$ cat src/rcr_defs.svh
// Summary of operation
// - enable bit starts and stops measurement
// - standard set: 56/54/52/50 kHz carrier
// - periodic set: 64/56.9/51.2/46.5 kHz carrier
// - bit 16 chooses standard or periodic set
// - bit 15 drives carrier sync on pin three
// - bit 14 bypasses the on-chip amplifier
// - bit 13 pairs right-arm with leg or arm when capacitors are internal
// - bit 12 picks internal or external capacitors
// - gain field sets amplifier gain one to ten
// - bit 7 picks external leg or arm path
// - lead field picks lead or external path
// - amplitude field scales drive tone by powers of two, an eighth to full
// - register answers at address 0x03
`ifndef RCR_DEFS_SVH
`define RCR_DEFS_SVH

// ==========================================================
// register map
`define RCR_REG_ADDR 8'h03
`define RCR_RESET 24'h000000
`define RCR_WMASK 24'h01ffff

// ==========================================================
// field positions
`define RCR_EN_BIT 0
`define RCR_FREQ_LSB 1
`define RCR_AMP_LSB 3
`define RCR_LEAD_LSB 5
`define RCR_EXTSEL_BIT 7
`define RCR_GAIN_LSB 8
`define RCR_CAP_BIT 12
`define RCR_PAIR_BIT 13
`define RCR_BYP_BIT 14
`define RCR_SYNC_BIT 15
`define RCR_ALT_BIT 16

// ==========================================================
// gain limits
`define RCR_GAIN_MAX 4'ha
`define RCR_GAIN_LAST_CODE 4'h9

// ==========================================================
// carrier timing: frequencies in hertz, counts derived
`define RCR_CLK_HZ 50000000
`define RCR_F_STD0_HZ 56000
`define RCR_F_STD1_HZ 54000
`define RCR_F_STD2_HZ 52000
`define RCR_F_STD3_HZ 50000
`define RCR_F_ALT0_HZ 64000
`define RCR_F_ALT1_HZ 56900
`define RCR_F_ALT2_HZ 51200
`define RCR_F_ALT3_HZ 46500
`define RCR_HALF_CYC(f) (`RCR_CLK_HZ / (2 * (f)))

`endif

$ cat src/rcr_pkg.sv
package rcr_pkg;
  // measurement lead choice
  typedef enum logic [1:0] {
    RCR_LEAD_I,
    RCR_LEAD_II,
    RCR_LEAD_III,
    RCR_LEAD_EXT
  } rcr_lead_e;

  // one register bus request
  typedef struct packed {
    logic [7:0] addr;
    logic [23:0] wdata;
    logic wr;
    logic rd;
  } rcr_bus_s;

  // decoded analog front-end controls
  typedef struct packed {
    logic measure_enable;
    logic periodic_set;
    logic [1:0] frequency_code;
    logic sync_enable;
    logic amplifier_bypass;
    logic capacitor_external;
    logic right_arm_drive;
    logic left_leg_drive;
    logic left_arm_drive;
    logic [3:0] gain;
    rcr_lead_e lead;
    logic external_right_arm_path;
    logic external_left_leg_path;
    logic external_left_arm_path;
    logic [1:0] amplitude_shift;
  } rcr_cfg_s;
endpackage

$ cat src/rcr_decode.sv
`timescale 1ns/1ps
`default_nettype none
`include "rcr_defs.svh"

// ==========================================================
// field decode of the control word, purely combinational
module rcr_decode (
  input wire logic [23:0] i_word,
  output var rcr_pkg::rcr_cfg_s o_cfg
);
  // gain from code: listed codes and the gaps both follow code plus one
  function automatic logic [3:0] gain_of(input logic [3:0] code);
    if (code > `RCR_GAIN_LAST_CODE) begin
      gain_of = `RCR_GAIN_MAX;
    end else begin
      gain_of = code + 4'h1;
    end
  endfunction

  logic ext_sel; // lead field picks the external path

  // decode every field
  always_comb begin
    ext_sel = (i_word[`RCR_LEAD_LSB +: 2] == 2'h3);
    o_cfg.measure_enable = i_word[`RCR_EN_BIT];
    o_cfg.periodic_set = i_word[`RCR_ALT_BIT];
    o_cfg.frequency_code = i_word[`RCR_FREQ_LSB +: 2];
    o_cfg.sync_enable = i_word[`RCR_SYNC_BIT];
    o_cfg.amplifier_bypass = i_word[`RCR_BYP_BIT];
    o_cfg.capacitor_external = i_word[`RCR_CAP_BIT];
    // right arm always drives; external caps force right arm alone
    o_cfg.right_arm_drive = 1'b1;
    o_cfg.left_leg_drive = !i_word[`RCR_CAP_BIT] && !i_word[`RCR_PAIR_BIT];
    o_cfg.left_arm_drive = !i_word[`RCR_CAP_BIT] && i_word[`RCR_PAIR_BIT];
    o_cfg.gain = gain_of(i_word[`RCR_GAIN_LSB +: 4]);
    o_cfg.lead = rcr_pkg::rcr_lead_e'(i_word[`RCR_LEAD_LSB +: 2]);
    // external limb choice only counts on the external path
    o_cfg.external_right_arm_path = ext_sel;
    o_cfg.external_left_leg_path = ext_sel && !i_word[`RCR_EXTSEL_BIT];
    o_cfg.external_left_arm_path = ext_sel && i_word[`RCR_EXTSEL_BIT];
    // right shift of full scale: code 00 is /8, code 11 is full
    o_cfg.amplitude_shift = 2'h3 - i_word[`RCR_AMP_LSB +: 2];
  end
endmodule
`default_nettype wire

$ cat src/rcr_ctrl.sv
`timescale 1ns/1ps
`default_nettype none
`include "rcr_defs.svh"

// ==========================================================
// respiration control register with carrier sync generator
module rcr_ctrl #(
  parameter int CNT_W = 10 // wide enough for the slowest half period
) (
  input wire logic i_clk,
  input wire logic i_reset_n,
  input wire rcr_pkg::rcr_bus_s i_bus,
  output logic [23:0] o_rdata,
  output var rcr_pkg::rcr_cfg_s o_cfg,
  output logic o_carrier,
  output logic o_pin3_out,
  output logic o_pin3_oe,
  input wire logic i_pin3_in
);

  // ==========================================================
  // state
  logic [23:0] ctl_q; // the control word
  logic [23:0] ctl_d;
  logic [23:0] rdata_q; // read data, one cycle after strobe
  logic [23:0] rdata_d;
  rcr_pkg::rcr_cfg_s cfg_q; // registered decode
  rcr_pkg::rcr_cfg_s cfg_w;
  logic [CNT_W-1:0] cnt_q; // carrier half-period counter
  logic [CNT_W-1:0] cnt_d;
  logic car_q; // carrier phase
  logic car_d;
  logic pin_q; // pin drive level
  logic pin_d;
  logic oe_q; // pin enable
  logic oe_d;
  logic [CNT_W-1:0] half; // current half period
  logic hit; // bus address matches the register
  logic pin_seen; // pin input, not used by this block

  // half period for a frequency code; integer divide rounds down
  function automatic logic [CNT_W-1:0] half_of(input logic alt, input logic [1:0] code);
    logic [CNT_W-1:0] h;
    h = '0;
    if (!alt) begin
      case (code)
        2'h0: h = CNT_W'(`RCR_HALF_CYC(`RCR_F_STD0_HZ));
        2'h1: h = CNT_W'(`RCR_HALF_CYC(`RCR_F_STD1_HZ));
        2'h2: h = CNT_W'(`RCR_HALF_CYC(`RCR_F_STD2_HZ));
        default: h = CNT_W'(`RCR_HALF_CYC(`RCR_F_STD3_HZ));
      endcase
    end else begin
      case (code)
        2'h0: h = CNT_W'(`RCR_HALF_CYC(`RCR_F_ALT0_HZ));
        2'h1: h = CNT_W'(`RCR_HALF_CYC(`RCR_F_ALT1_HZ));
        2'h2: h = CNT_W'(`RCR_HALF_CYC(`RCR_F_ALT2_HZ));
        default: h = CNT_W'(`RCR_HALF_CYC(`RCR_F_ALT3_HZ));
      endcase
    end
    return h;
  endfunction

  // ==========================================================
  // field decode
  rcr_decode u_decode (
    .i_word(ctl_q),
    .o_cfg(cfg_w)
  );

  // ==========================================================
  // register bus
  // only one address exists; others read zero and drop writes
  always_comb begin
    hit = (i_bus.addr == `RCR_REG_ADDR);
    ctl_d = ctl_q;
    rdata_d = '0;
    if (i_bus.wr && hit) begin
      // reserved bits never store, so they always read back zero
      ctl_d = i_bus.wdata & `RCR_WMASK;
    end
    if (i_bus.rd && hit) begin
      rdata_d = ctl_q & `RCR_WMASK;
    end
  end

  // bus registers; read data holds only in the cycle after the strobe
  always_ff @(posedge i_clk or negedge i_reset_n) begin
    if (!i_reset_n) begin
      ctl_q <= `RCR_RESET;
      rdata_q <= '0;
    end else begin
      ctl_q <= ctl_d;
      rdata_q <= rdata_d;
    end
  end

  // ==========================================================
  // carrier generator
  // a fixed divider per code; every code but 50 kHz lands slightly off its
  // nominal rate because the division is rounded, which is accepted
  always_comb begin
    half = half_of(ctl_q[`RCR_ALT_BIT], ctl_q[`RCR_FREQ_LSB +: 2]);
    cnt_d = cnt_q;
    car_d = car_q;
    if (!ctl_q[`RCR_EN_BIT]) begin
      // measurement off: carrier parked low, counter cleared
      cnt_d = '0;
      car_d = 1'b0;
    end else if (cnt_q >= half - CNT_W'(1)) begin
      // end of half period; >= also catches a shortened code change
      cnt_d = '0;
      car_d = !car_q;
    end else begin
      cnt_d = cnt_q + CNT_W'(1);
    end
  end

  // carrier registers
  always_ff @(posedge i_clk or negedge i_reset_n) begin
    if (!i_reset_n) begin
      cnt_q <= '0;
      car_q <= 1'b0;
    end else begin
      cnt_q <= cnt_d;
      car_q <= car_d;
    end
  end

  // ==========================================================
  // sync pin three
  // the pin is released unless sync is asked for and the carrier runs
  always_comb begin
    oe_d = ctl_q[`RCR_SYNC_BIT] && ctl_q[`RCR_EN_BIT];
    pin_d = oe_d && car_q;
    pin_seen = i_pin3_in;
  end

  // pin and decode registers keep data outputs glitch free
  always_ff @(posedge i_clk or negedge i_reset_n) begin
    if (!i_reset_n) begin
      oe_q <= 1'b0;
      pin_q <= 1'b0;
      cfg_q <= '0;
    end else begin
      oe_q <= oe_d;
      pin_q <= pin_d;
      cfg_q <= cfg_w;
    end
  end

  // ==========================================================
  // outputs
  assign o_rdata = rdata_q;
  assign o_cfg = cfg_q;
  assign o_carrier = car_q;
  assign o_pin3_out = pin_q;
  assign o_pin3_oe = oe_q;

  // ==========================================================
  // checks
  // read of the register returns the stored word next cycle
  read_back_a: assert property (
    @(posedge i_clk) disable iff (!i_reset_n)
    (i_bus.rd && i_bus.addr == `RCR_REG_ADDR) |=> (o_rdata == $past(ctl_q)))
    else $error("register read data wrong");

  // unmapped reads answer zero
  unmapped_read_a: assert property (
    @(posedge i_clk) disable iff (!i_reset_n)
    (i_bus.rd && i_bus.addr != `RCR_REG_ADDR) |=> (o_rdata == 24'h000000))
    else $error("unmapped read not zero");

  // reserved bits never reach the read port
  reserved_zero_a: assert property (
    @(posedge i_clk) disable iff (!i_reset_n)
    (o_rdata[23:17] == 7'h00))
    else $error("reserved bits read nonzero");

  // a write stores the low seventeen bits
  write_store_a: assert property (
    @(posedge i_clk) disable iff (!i_reset_n)
    (i_bus.wr && i_bus.addr == `RCR_REG_ADDR)
      |=> (ctl_q == ($past(i_bus.wdata) & `RCR_WMASK)))
    else $error("write not stored");

  // measurement off for two cycles leaves carrier and pin quiet
  enable_off_a: assert property (
    @(posedge i_clk) disable iff (!i_reset_n)
    (!ctl_q[`RCR_EN_BIT] ##1 !ctl_q[`RCR_EN_BIT])
      |=> (!o_carrier && !o_pin3_oe && !o_cfg.measure_enable))
    else $error("carrier active while disabled");

  // carrier flips exactly at the end of each half period
  carrier_toggle_a: assert property (
    @(posedge i_clk) disable iff (!i_reset_n)
    (ctl_q[`RCR_EN_BIT] && cnt_q == half - CNT_W'(1)) |=> (o_carrier != $past(car_q)))
    else $error("carrier did not toggle");

  // carrier holds while the count runs
  carrier_hold_a: assert property (
    @(posedge i_clk) disable iff (!i_reset_n)
    (ctl_q[`RCR_EN_BIT] && cnt_q < half - CNT_W'(1)) |=> $stable(o_carrier))
    else $error("carrier toggled early");

  // sync pin follows the enable bits one cycle later
  sync_pin_a: assert property (
    @(posedge i_clk) disable iff (!i_reset_n)
    (ctl_q[`RCR_SYNC_BIT] && ctl_q[`RCR_EN_BIT]) |=> (o_pin3_oe && o_pin3_out == $past(car_q)))
    else $error("sync pin not driven");

  // gain stays within one to ten and top codes saturate
  gain_range_a: assert property (
    @(posedge i_clk) disable iff (!i_reset_n)
    (ctl_q[`RCR_GAIN_LSB +: 4] >= 4'ha) |=> (o_cfg.gain == 4'ha))
    else $error("gain not saturated");

  // gap codes give code plus one
  gain_gap_a: assert property (
    @(posedge i_clk) disable iff (!i_reset_n)
    (ctl_q[`RCR_GAIN_LSB +: 4] == 4'h5) |=> (o_cfg.gain == 4'h6))
    else $error("gap gain wrong");

  // external capacitors leave only the right-arm drive
  cap_pairing_a: assert property (
    @(posedge i_clk) disable iff (!i_reset_n)
    ctl_q[`RCR_CAP_BIT] |=> (o_cfg.capacitor_external && !o_cfg.left_leg_drive
      && !o_cfg.left_arm_drive && o_cfg.right_arm_drive))
    else $error("capacitor pairing wrong");

  // external limb path only on the external lead code
  ext_path_a: assert property (
    @(posedge i_clk) disable iff (!i_reset_n)
    (ctl_q[`RCR_LEAD_LSB +: 2] != 2'h3)
      |=> (!o_cfg.external_left_arm_path && !o_cfg.external_left_leg_path))
    else $error("external path active on a lead");

  // amplitude code 00 gives an eighth
  amp_scale_a: assert property (
    @(posedge i_clk) disable iff (!i_reset_n)
    (ctl_q[`RCR_AMP_LSB +: 2] == 2'h0) |=> (o_cfg.amplitude_shift == 2'h3))
    else $error("amplitude scale wrong");

  // bypass follows its bit
  bypass_a: assert property (
    @(posedge i_clk) disable iff (!i_reset_n)
    1'b1 |=> (o_cfg.amplifier_bypass == $past(ctl_q[`RCR_BYP_BIT])))
    else $error("bypass mismatch");

  // read data is zero in any cycle that no read strobe precedes
  rdata_idle_a: assert property (
    @(posedge i_clk) disable iff (!i_reset_n)
    !i_bus.rd |=> (o_rdata == 24'h000000))
    else $error("read data not idle");

  // writes to other addresses leave the word alone
  unmapped_write_a: assert property (
    @(posedge i_clk) disable iff (!i_reset_n)
    (i_bus.wr && i_bus.addr != `RCR_REG_ADDR) |=> $stable(ctl_q))
    else $error("unmapped write changed the word");

  // without sync asked for, the pin is released and low
  pin_release_a: assert property (
    @(posedge i_clk) disable iff (!i_reset_n)
    !(ctl_q[`RCR_SYNC_BIT] && ctl_q[`RCR_EN_BIT]) |=> (!o_pin3_oe && !o_pin3_out))
    else $error("sync pin driven while off");

  // lead field reaches the decode unchanged
  lead_decode_a: assert property (
    @(posedge i_clk) disable iff (!i_reset_n)
    1'b1 |=> (o_cfg.lead == $past(ctl_q[`RCR_LEAD_LSB +: 2])))
    else $error("lead decode wrong");

  // frequency set and code reach the decode unchanged
  freq_decode_a: assert property (
    @(posedge i_clk) disable iff (!i_reset_n)
    1'b1 |=> (o_cfg.periodic_set == $past(ctl_q[`RCR_ALT_BIT])
      && o_cfg.frequency_code == $past(ctl_q[`RCR_FREQ_LSB +: 2])))
    else $error("frequency decode wrong");

  // internal capacitors: pairing bit picks leg or arm beside right arm
  pair_select_a: assert property (
    @(posedge i_clk) disable iff (!i_reset_n)
    !ctl_q[`RCR_CAP_BIT] |=> (o_cfg.right_arm_drive
      && o_cfg.left_arm_drive == $past(ctl_q[`RCR_PAIR_BIT])
      && o_cfg.left_leg_drive != $past(ctl_q[`RCR_PAIR_BIT])))
    else $error("drive pairing wrong");

  // external lead code: right arm path plus the chosen limb
  ext_limb_a: assert property (
    @(posedge i_clk) disable iff (!i_reset_n)
    (ctl_q[`RCR_LEAD_LSB +: 2] == 2'h3) |=> (o_cfg.external_right_arm_path
      && o_cfg.external_left_arm_path == $past(ctl_q[`RCR_EXTSEL_BIT])
      && o_cfg.external_left_leg_path != $past(ctl_q[`RCR_EXTSEL_BIT])))
    else $error("external limb path wrong");

  // codes up to the last listed one give code plus one
  gain_step_a: assert property (
    @(posedge i_clk) disable iff (!i_reset_n)
    (ctl_q[`RCR_GAIN_LSB +: 4] <= `RCR_GAIN_LAST_CODE)
      |=> (o_cfg.gain == $past(ctl_q[`RCR_GAIN_LSB +: 4]) + 4'h1))
    else $error("gain step wrong");

  // amplitude code 11 drives full scale
  amp_full_a: assert property (
    @(posedge i_clk) disable iff (!i_reset_n)
    (ctl_q[`RCR_AMP_LSB +: 2] == 2'h3) |=> (o_cfg.amplitude_shift == 2'h0))
    else $error("full amplitude wrong");
endmodule
`default_nettype wire

$ cat config.mk
export PLATFORM = sky130hd
export DESIGN_NAME = rcr_ctrl
export DESIGN_NICKNAME = d
export VERILOG_FILES = /design/src/rcr_pkg.sv /design/src/rcr_decode.sv /design/src/rcr_ctrl.sv
export VERILOG_INCLUDE_DIRS = /design/src /design/src/src
export SDC_FILE = /design/constraint.sdc
export NUM_CORES = 1
export LEC_CHECK = 0
export ABC_AREA = 1
export ABC_CLOCK_PERIOD_IN_PS = 2270
export BUFFER_PORTS_ARGS = -buffer_cell sky130_fd_sc_hd__buf_2
export CAP_MARGIN = 5
export CORE_ASPECT_RATIO = 1.25
export CORE_MARGIN = 2
export CORE_UTILIZATION = 30
export DETAILED_ROUTE_END_ITERATION = 8
export PLACE_DENSITY = 0.61
export SKIP_LAST_GASP = 1
export SYNTH_ARGS = -nofsm -noshare
export SYNTH_HDL_FRONTEND = slang
export SYNTH_HIERARCHICAL = 1
export SYNTH_SLANG_ARGS = --single-unit
$ cat constraint.sdc
create_clock -name i_clk -period 2.27 [get_ports i_clk]
set_clock_uncertainty 0.1 [all_clocks]
set_input_delay 0.3405 -clock i_clk [delete_from_list [all_inputs] [get_ports i_clk]]
set_output_delay 0.3405 -clock i_clk [all_outputs]
set_load 0.01 [all_outputs]
# Word level (Yosys, flattened, before mapping)
# Index checks and enable logic that the tools add are counted.
[word_totals]
ff_bits = 68
inputBits = 37
out_inout_bits = 48
wordCells = 54
[op_classes]
add_sub_neg = 4
order_cmp = 2
eq_ne = 5
mux = 9
reduce_logical = 13
[ops]
columns = ["cell", "n"]
rows = [
  ["2-to-1 mux 10 bit", 3],
  ["case mux 10 bit (3 select lines)", 1],
  ["case mux 7 bit (3 select lines)", 1],
  ["2-to-1 mux 17 bit", 1],
  ["adder 10 x 1 -> 10 bit (second input constant)", 1],
  ["greater-or-equal comparator 10 bit", 1],
  ["subtractor 10 x 1 -> 10 bit (second input constant)", 1],
  ["equality test 8 x 2 -> 1 bit (second input constant)", 1],
  ["logical AND 1 bit", 8],
  ["adder 4 x 1 -> 4 bit (second input constant)", 1],
  ["equality test 2 bit (second input constant)", 2],
  ["greater-than comparator 4 bit (second input constant)", 1],
  ["logical NOT 1 bit", 4],
  ["2-to-1 mux 4 bit", 1],
  ["equality test 2 x 1 -> 1 bit (second input constant)", 1],
  ["logical NOT 2 bit", 1],
  ["2-to-1 mux 1 bit", 2],
  ["!= test 2 x 1 -> 1 bit (second input constant)", 1],
  ["subtractor 2 bit (first input constant)", 1],
]

# Depth between registers and ports, before layout
# Gate-level depths: netlist of run 1.
[depth]
word_depth = 7
mapped_depth = 19
ltp_nobuf = 19

# Cells and area by module
# Netlist of run 1, hierarchy kept.
[by_module_without_submodules]
columns = ["module", "instances", "cells_each", "area_per_inst_um2", "seq_area_each_um2"]
rows = [
  ["rcr_ctrl", 1, 310, 2951.6, 1701.6],
  ["rcr_decode", 1, 39, 230.2, 0.0],
]

# Least setup slack after synthesis of run 1
# Ideal clock, no wire load.
[synth_path]
path_type = "flip-flop to flip-flop"
start = "register ctl_q[2]"
end = "register cnt_q[5]"
setup_time_ns = 0.123
t_arrival_ns = 2.282
t_required_ns = 2.047
setup_slack_ns = -0.235
stages_incl_launch_ff = 18
n_path_buf = 1
synth_period_minus_slack_ns = 2.505
path_cell_list = "dfrtp_1 inv_1 ha_1 o21ai_1 o21ai_1 nor2_1 nand2_1 nand2_1 nand2_1 ha_1 nand2_1 inv_1 nand2_1 nand2_1 nand2_1 nand3_1 buf_2 nor2_1"
[synth_between]
elab_chain_len = 7
elab_cells_between_ends = 10
cone_classes = "1 x add/sub; 1 x order compare; 2 x eq/ne; 5 x mux; 1 x reduce/logical"
[synth_rtl]
columns = ["item", "line_no", "source"]
rows = [
  ["start, declared", "rcr_ctrl.sv:23", "logic [23:0] ctl_q;"],
  ["start signal, assigned", "rcr_ctrl.sv:89", "ctl_q <= `RCR_RESET;"],
  ["start signal, assigned", "rcr_ctrl.sv:92", "ctl_q <= ctl_d;"],
  ["equality test 2 bit (tied with other cells)", "rcr_ctrl.sv:46, rcr_ctrl.sv:53", ""],
  ["case mux 10 bit (3 select lines) / case mux 7 bit (3 select lines) (equally long branches)", "rcr_ctrl.sv:53, rcr_ctrl.sv:46", ""],
  ["2-to-1 mux 10 bit *", "rcr_ctrl.sv:45", "if (!alt) begin"],
  ["subtractor 10 x 1 -> 10 bit *", "rcr_ctrl.sv:109", "end else if (cnt_q >= half - CNT_W'(1)) begin"],
  ["greater-or-equal comparator 10 bit *", "rcr_ctrl.sv:109", ""],
  ["2-to-1 mux 10 bit *", "rcr_ctrl.sv:109", ""],
  ["2-to-1 mux 10 bit *", "rcr_ctrl.sv:105", "if (!ctl_q[`RCR_EN_BIT]) begin"],
  ["net cnt_d[5]", "rcr_ctrl.sv:30", "logic [CNT_W-1:0] cnt_d;"],
  ["end signal, assigned", "rcr_ctrl.sv:124", "cnt_q <= cnt_d;"],
  ["end, declared", "rcr_ctrl.sv:29", "logic [CNT_W-1:0] cnt_q;"],
]
# The timed path passes the listed nets; every way through them passes the cells marked *.
# A chain may end at the register's enable or synchronous reset.

# Worst setup path after layout of run 1
[layout_path]
start = "register ctl_q[2]"
end = "register cnt_q[6]"
# The elaborated chain is that of the path after synthesis.

==> results.yml, run 1 <==
worst_setup_path:
  r2r-end: "cnt_q[6]"
  reg2reg_from: "ctl_q[2]"
  crit_top_cell: "nand2_1"
  cp_top_family: "simple AND/OR/NAND/NOR gates"
  path_depth: 15
  cp-endpoint: "cnt_q[6]"
  regToRegSetupSlack_ns: -0.28
  crit_start: "ctl_q[2]"
  worstPathMaxFanout: 5
  cp.arrival_ns: 2.71
  reg2reg_depth: 15
  cp.required_ns: 2.43
  worst_setup_path_end_kind: "flip-flop"
  startpoint_type: "flip-flop"
  path_buf_inv: 2
  cpMaxStageDelayCell: "dfrtp_2"
  cp_cell_sequence: "buf_6, ha_4, o21ai_2, o21ai_4, nor2_4, nand2_1, nand2_1, nand2_1, ha_4, a21oi_1, nand2_1, nand2_2, nand3_4, clkbuf_16, nor3_2"
  critical_path_class: "flip-flop to flip-flop"
  max_stage_delay_ns: 0.47
cells_and_area:
  n_antenna_cell: 0
  final_nets: 494
  syn_to_final_growth_pct: 35.3
  drive_gt1_share_pct: 36.4
  final_util_pct: 41.2
floorplan:
  ios: 85
  start_util_pct: 30.4
  die_w_microns: 96.1
  dieHeight_microns: 119
  core_area_sq_um: 10500
  fp.dieArea_sq_um: 11500
  rows: 42
power:
  leakagePower_uw: 0.00225
  p_seq_share_pct: 44.3
  power_switching_share_pct: 26.1
  clockPowerShare_pct: 45.9
  powerDensity_nw_per_um2: 668
  power_switching_uw: 751
  p_int_uw: 2130
  ir_drop_uv: 369
  p_comb_share_pct: 9.8
sta:
  rsz0062_at_grt: "yes"
  setup_viol: 11
  fin_ws_ns: -0.280
  fmax_mhz: 392
  maxSlewViolCount: 0
  finalCriticalPeriod_ns: 2.55
  hold_viol_final: 0
  setup_tns_ns: -2.94
  max_slew_margin_pct: 66.4
  layout_worst_path_cycle_share_pct: 112
  tightest_slew_ns: 0.505
synthesis:
  yosysSeqAreaShare_pct: 53.5
  yosys_warnings: 6
  ys_top_cells_by_area: "dfrtp_1 53%, nand2_1 9.4%, ha_1 7.9%, inv_1 5.7%, nor2_1 5.4%"
  yosysMostFrequentCell: "nand2_1"
  synth_area_sq_um: 3180
  async_flop_share_pct: 100
  synthCells: 349
  syn_area_per_cell_sq_um: 9.12
  ys_ff_latch: 68
  synth_commonest_cells: "80 x nand2_1, 68 x dfrtp_1, 48 x inv_1"
  synth_cell_types: 28
  yosysTopAreaCell: "dfrtp_1"
  synth_edf_count: 0
  dominantRegCellSynth: "dfrtp_1"
  netlist.area_leader.share_pct: 53.5
routing:
  drt_iter0_markers: 82
  routed_via_density: 4.23
  wl_per_cell_microns: 12.2
  first_pass_iters: 4
  postRouteAntennaNets: 0
  wirelength_mm: 7.02
  vias: 2430
  drc_errors: 0
status:
  violations: "negative setup slack"
  outcome: "finished with violations"
clocking:
  cts_tree: "yes"
  clock_path_buffers: 2
  cts_sinks: 68
  path_clk_slew_ns: 0.06
  cts-buffers-inserted: 9
  htreeDepth: 3
  clk_latency_ns: 0.33
  cts_root_buf: "clkbuf_16"
global_route:
  grt_max_degree: 25
  grt_usage_pct: 12.7
  antenna_found_initial: 0
  gr-total-overflow: 0
  grt_pass1_wl_mm: 11.3
  grt_pass1_vias: 2445
placed_design:
  post-place-ws_ns: -0.270
  io_buffer_count: 69
  dpl.hpwl_mm: 4.90
  routabilityCongestion: 0.781
min_path:
  hold_path.class: "primary input to flip-flop"
job:
  max-cap-violations: 0
==> logic make-up after synthesis <==
family                     after synthesis  synth area share [%]
and+or+nand+nor                        160                  21.6
AOI/OAI and AO/OA                       20                  4.09
buffers and inverters                   75                  11.6
xor gates and xnor gates                 4                  1.10
adders and majority gates               20                  7.86
DFF                                     68                  53.5
other                                    2                 0.236
==> worst min-delay path by stage <==
| stage | startpoint | to | depth (start not counted) |
|---|---|---|---|
| after floorplan | i_reset_n | cnt_q[0] | 0 |
| after detailed placement | i_reset_n | o_rdata[4] | 1 |
| after global routing | i_bus[6] | ctl_q[4] | 3 |
| final | i_bus[16] | ctl_q[14] | 3 |
| after CTS | i_bus[16] | ctl_q[14] | 3 |
| after global placement | i_reset_n | o_rdata[4] | 1 |
==> what timing repair did <==
item / CTS / global route
pin swaps: 2 / 11
endpoints found under the hold margin: 22 / 0
resized for setup: 4 / 34
endpoints found under the setup margin: 11 / 11
setup buffers: 2 / 2
cloned: 0 / 1
hold buffers: 1 / 0
==> worst reg2reg max path, stage by stage (launching register included) <==
cell,delay [ns]
dfrtp_2,0.47
buf_6,0.15
ha_4,0.16
o21ai_2,0.21
o21ai_4,0.14
nor2_4,0.13
nand2_1,0.06
nand2_1,0.05
nand2_1,0.08
ha_4,0.24
a21oi_1,0.14
nand2_1,0.08
nand2_2,0.09
nand3_4,0.11
clkbuf_16,0.17
nor3_2,0.09
==> cell type report <==
cell class              count  area, sq um
clock buffers               9          225
clock inverters             7         57.6
fillers                  1013         6150
inverters                  51          199
multi-input cells         212         1370
flip-flops and latches     68         1710
well taps                 132          165
repair buffers             95          581
==> registers in the layout, indices dropped and copies added, names as in the netlist <==
register,flops
o_cfg,21
ctl_q,17
o_rdata,17
cnt_q,10
o_carrier,1
o_pin3_oe,1
o_pin3_out,1
==> layout by cell type, fill, tap and decap left out, types with 8 or more instances in the layout <==
| master | count |
|---|---|
| clkbuf_16 | 10 |
| buf_2 | 69 |
| ha_4 | 8 |
| conb_1 | 8 |
| ha_1 | 12 |
| buf_4 | 21 |
| dfrtp_1 | 65 |
| nor2_1 | 39 |
| nand2_1 | 77 |
| nand3_1 | 20 |
| inv_1 | 43 |
==> power by group through the flow <==
stage	registers, uW	clock network (uW)	logic [uW]
finish	1280	1320	281
global route	1280	1410	315
CTS	1270	1350	236
detailed placement	1300	0	226
global placement	1290	0	219
floorplan	1300	0	124
==> routing by layer <==
metal,share of wire (%),global-route usage [%]
met1,42,14.7
met5,0,0
met4,2.6,5.98
met3,4.4,2.85
met2,51,21.7
==> per-stage QoR <==
stage          hold slack, ns  cell area (sq um)  power, uW  instances
5_1_grt                 0.147               4310       3010        574
3_5_place_dp            0.243               3770       1520        552
3_3_place_gp            0.242               3770       1510        552
6_report                0.140               4310       2880        574
4_1_cts                 0.135               4100       2860        571
2_1_floorplan         -0.0551               3280       1420        355
No activity file was read; power rests on OpenSTA's default activity.
==> inputs of run 2 (changes only) <==
--- a/config.mk
+++ b/config.mk
@@ -10,11 +10,13 @@
 export ABC_CLOCK_PERIOD_IN_PS = 2270
 export BUFFER_PORTS_ARGS = -buffer_cell sky130_fd_sc_hd__buf_2
 export CAP_MARGIN = 5
+export CELL_PAD_IN_SITES_DETAIL_PLACEMENT = 1
+export CELL_PAD_IN_SITES_GLOBAL_PLACEMENT = 2
 export CORE_ASPECT_RATIO = 1.25
 export CORE_MARGIN = 2
-export CORE_UTILIZATION = 30
+export CORE_UTILIZATION = 28
 export DETAILED_ROUTE_END_ITERATION = 8
-export PLACE_DENSITY = 0.61
+export PLACE_DENSITY = 0.85
 export SKIP_LAST_GASP = 1
 export SYNTH_ARGS = -nofsm -noshare
 export SYNTH_HDL_FRONTEND = slang
==> run 2 against run 1 <==
The run still ends with negative setup slack left. Total power decreased by 2.1%. Core utilization decreased by 3.1 points. Via count increased by 0.86%. Cell count increased by 0.70%. Wire length increased by 9.4%. Sequential share of layout area increased by 0.79 points. Critical path type unchanged. Largest cell class unchanged.
==> results.yml, run 2 (same netlist as run 1, synthesis figures left out) <==
clocking:
  htreeDepth: 3
  cts_root_buf: "clkbuf_16"
  cts_sinks: 68
  ctsHoldBuffers: 0
  clock_path_buffers: 2
  clk_latency_ns: 0.34
  cts-buffers-inserted: 9
  path_clk_slew_ns: 0.05
  cts_tree: "yes"
worst_setup_path:
  worstPathMaxFanout: 6
  cp_cell_sequence: "ha_4, o21ai_4, ha_4, nand2_4, nor2_4, nand2_1, nand2_1, inv_2, ha_4, nand2_2, inv_1, nand2_1, nand2_1, nand2_2, buf_4, buf_6, nand4_1, nand2_1"
  worst_setup_path_end_kind: "flip-flop"
  regToRegSetupSlack_ns: -0.31
  cpMaxStageDelayCell: "dfrtp_2"
  startpoint_type: "flip-flop"
  max_stage_delay_ns: 0.49
  crit_top_cell: "nand2_1"
  cp.arrival_ns: 2.71
  cp.required_ns: 2.40
  critical_path_class: "flip-flop to flip-flop"
global_route:
  grt_pass1_wl_mm: 12.9
  gr-total-overflow: 0
  grt_pass1_vias: 2719
  grt_max_degree: 38
  grt_usage_pct: 13.8
  antenna_found_initial: 0
sta:
  layout_worst_path_cycle_share_pct: 114
  tightest_slew_ns: 0.857
  rsz0062_at_grt: "yes"
  fin_ws_ns: -0.314
  maxSlewViolCount: 0
  setup_viol: 11
  holdWs_ns: 0.0123
  finalCriticalPeriod_ns: 2.58
  max_slew_margin_pct: 42.9
  hold_viol_final: 0
  fmax_mhz: 387
  setup_tns_ns: -2.95
job:
  max-cap-violations: 0
power:
  power_uw: 2820
  p_seq_share_pct: 45.3
  powerDensity_nw_per_um2: 668
  p_int_uw: 2130
  clockPowerShare_pct: 45.4
  power_switching_share_pct: 24.5
  p_comb_share_pct: 9.3
  leakagePower_uw: 0.00222
  ir_drop_uv: 252
  power_switching_uw: 691
cells_and_area:
  finalNonFillerCells: 578
  final_nets: 495
  drive_gt1_share_pct: 35.0
  n_antenna_cell: 0
  largest_reg_flops: 21
  final_cell_mix: "76 x nand2_1, 69 x buf_2, 66 x dfrtp_1, 44 x inv_1, 42 x nor2_1"
  final_util_pct: 38.1
  fillers: 1324
  layout_commonest_cell: "nand2_1"
  syn_to_final_growth_pct: 32.6
  seqCellArea_sq_um: 1700
  multi_input_area_sq_um: 1310
routing:
  drt_iter0_markers: 52
  routed_via_density: 4.24
  postRouteAntennaNets: 0
  vias: 2451
  drc_errors: 0
  wl_per_cell_microns: 13.3
  wirelength_mm: 7.69
  first_pass_iters: 3
placed_design:
  dpl.hpwl_mm: 5.63
  routabilityCongestion: 0.737
  placedCellCount: 557
  io_buffer_count: 69
floorplan:
  die_w_microns: 99.3
  core_area_sq_um: 11100
  start_util_pct: 28.7
  fp.dieArea_sq_um: 12200
  ios: 85
  rows: 43
  dieHeight_microns: 123
min_path:
  hold_path.class: "primary input to asynchronous set/reset pin"
status:
  outcome: "finished with violations"
  violations: "negative setup slack"
-- run 2: changes by cell type in the layout (fill, tap and decap cells not counted), moves of 2 or more --
cell	delta
nor2_4	-2
nand2_2	+2
nor2_1	+3
ha_4	-2
clkbuf_1	+2
inv_6	-3
buf_4	+4
-- run 2: power by group through the flow --
stage,Clock (uW),Combinational (uW),Sequential [uW]
2_1_floorplan,0,124,1300
3_3_place_gp,0,227,1300
3_5_place_dp,0,237,1300
4_1_cts,1320,252,1280
5_1_grt,1380,299,1280
6_report,1280,262,1280
-- run 2: timing repair --
action / CTS / global route
endpoints found under the setup margin: 11 / 11
gates resized for setup: 9 / 18
buffers inserted: 2 / 3
pin swaps: 3 / 6
-- run 2: critical path: cells and delay by family, from the launching register on --
family	cells	cell delay [ns]
compound gates	1	0.23
fa+ha+maj	3	0.66
buf+inv	4	0.35
flops	1	0.49
simple gates	10	0.66
-- run 2: final timing paths --
kind	endpoint	depth (start not counted)	start
max in group asynchronous	o_cfg[7]	2	i_reset_n
worst min register to register	o_cfg[15]	0	ctl_q[14]
worst max register to register	o_carrier	18	ctl_q[1]
min in group i_clk	ctl_q[15]	3	i_bus[17]
worst max-delay path	o_carrier	18	ctl_q[1]
worst min-delay path	o_rdata[2]	1	i_reset_n
-- run 2: layer usage --
metal | vias up | global-route usage (%) | share of wire, %
met2 | 49 | 25.3 | 54
met1 | 1160 | 14.7 | 39
met4 | 0 | 6.25 | 2.7
met3 | 18 | 3.79 | 4.2
met5 | - | 0 | 0
li1 | 1224 | - | -
-- run 2: metrics by stage --
stage,setup WS (ns),cell area (sq um)
3_3_place_gp,-0.227,3780
5_1_grt,-0.500,4220
2_1_floorplan,-0.0380,3280
4_1_cts,-0.315,4120
3_5_place_dp,-0.325,3780
6_report,-0.314,4220
-- run 2: layout make-up --
| type | count | share of cell area (%) |
|---|---|---|
| timing repair buffer | 96 | 13.4 |
| inverter | 51 | 4.72 |
| clock buffer | 12 | 5.84 |
| multi-input combinational | 212 | 31.1 |
| clock inverter | 4 | 0.593 |
| sequential | 68 | 40.4 |
| tap | 135 | 4.00 |
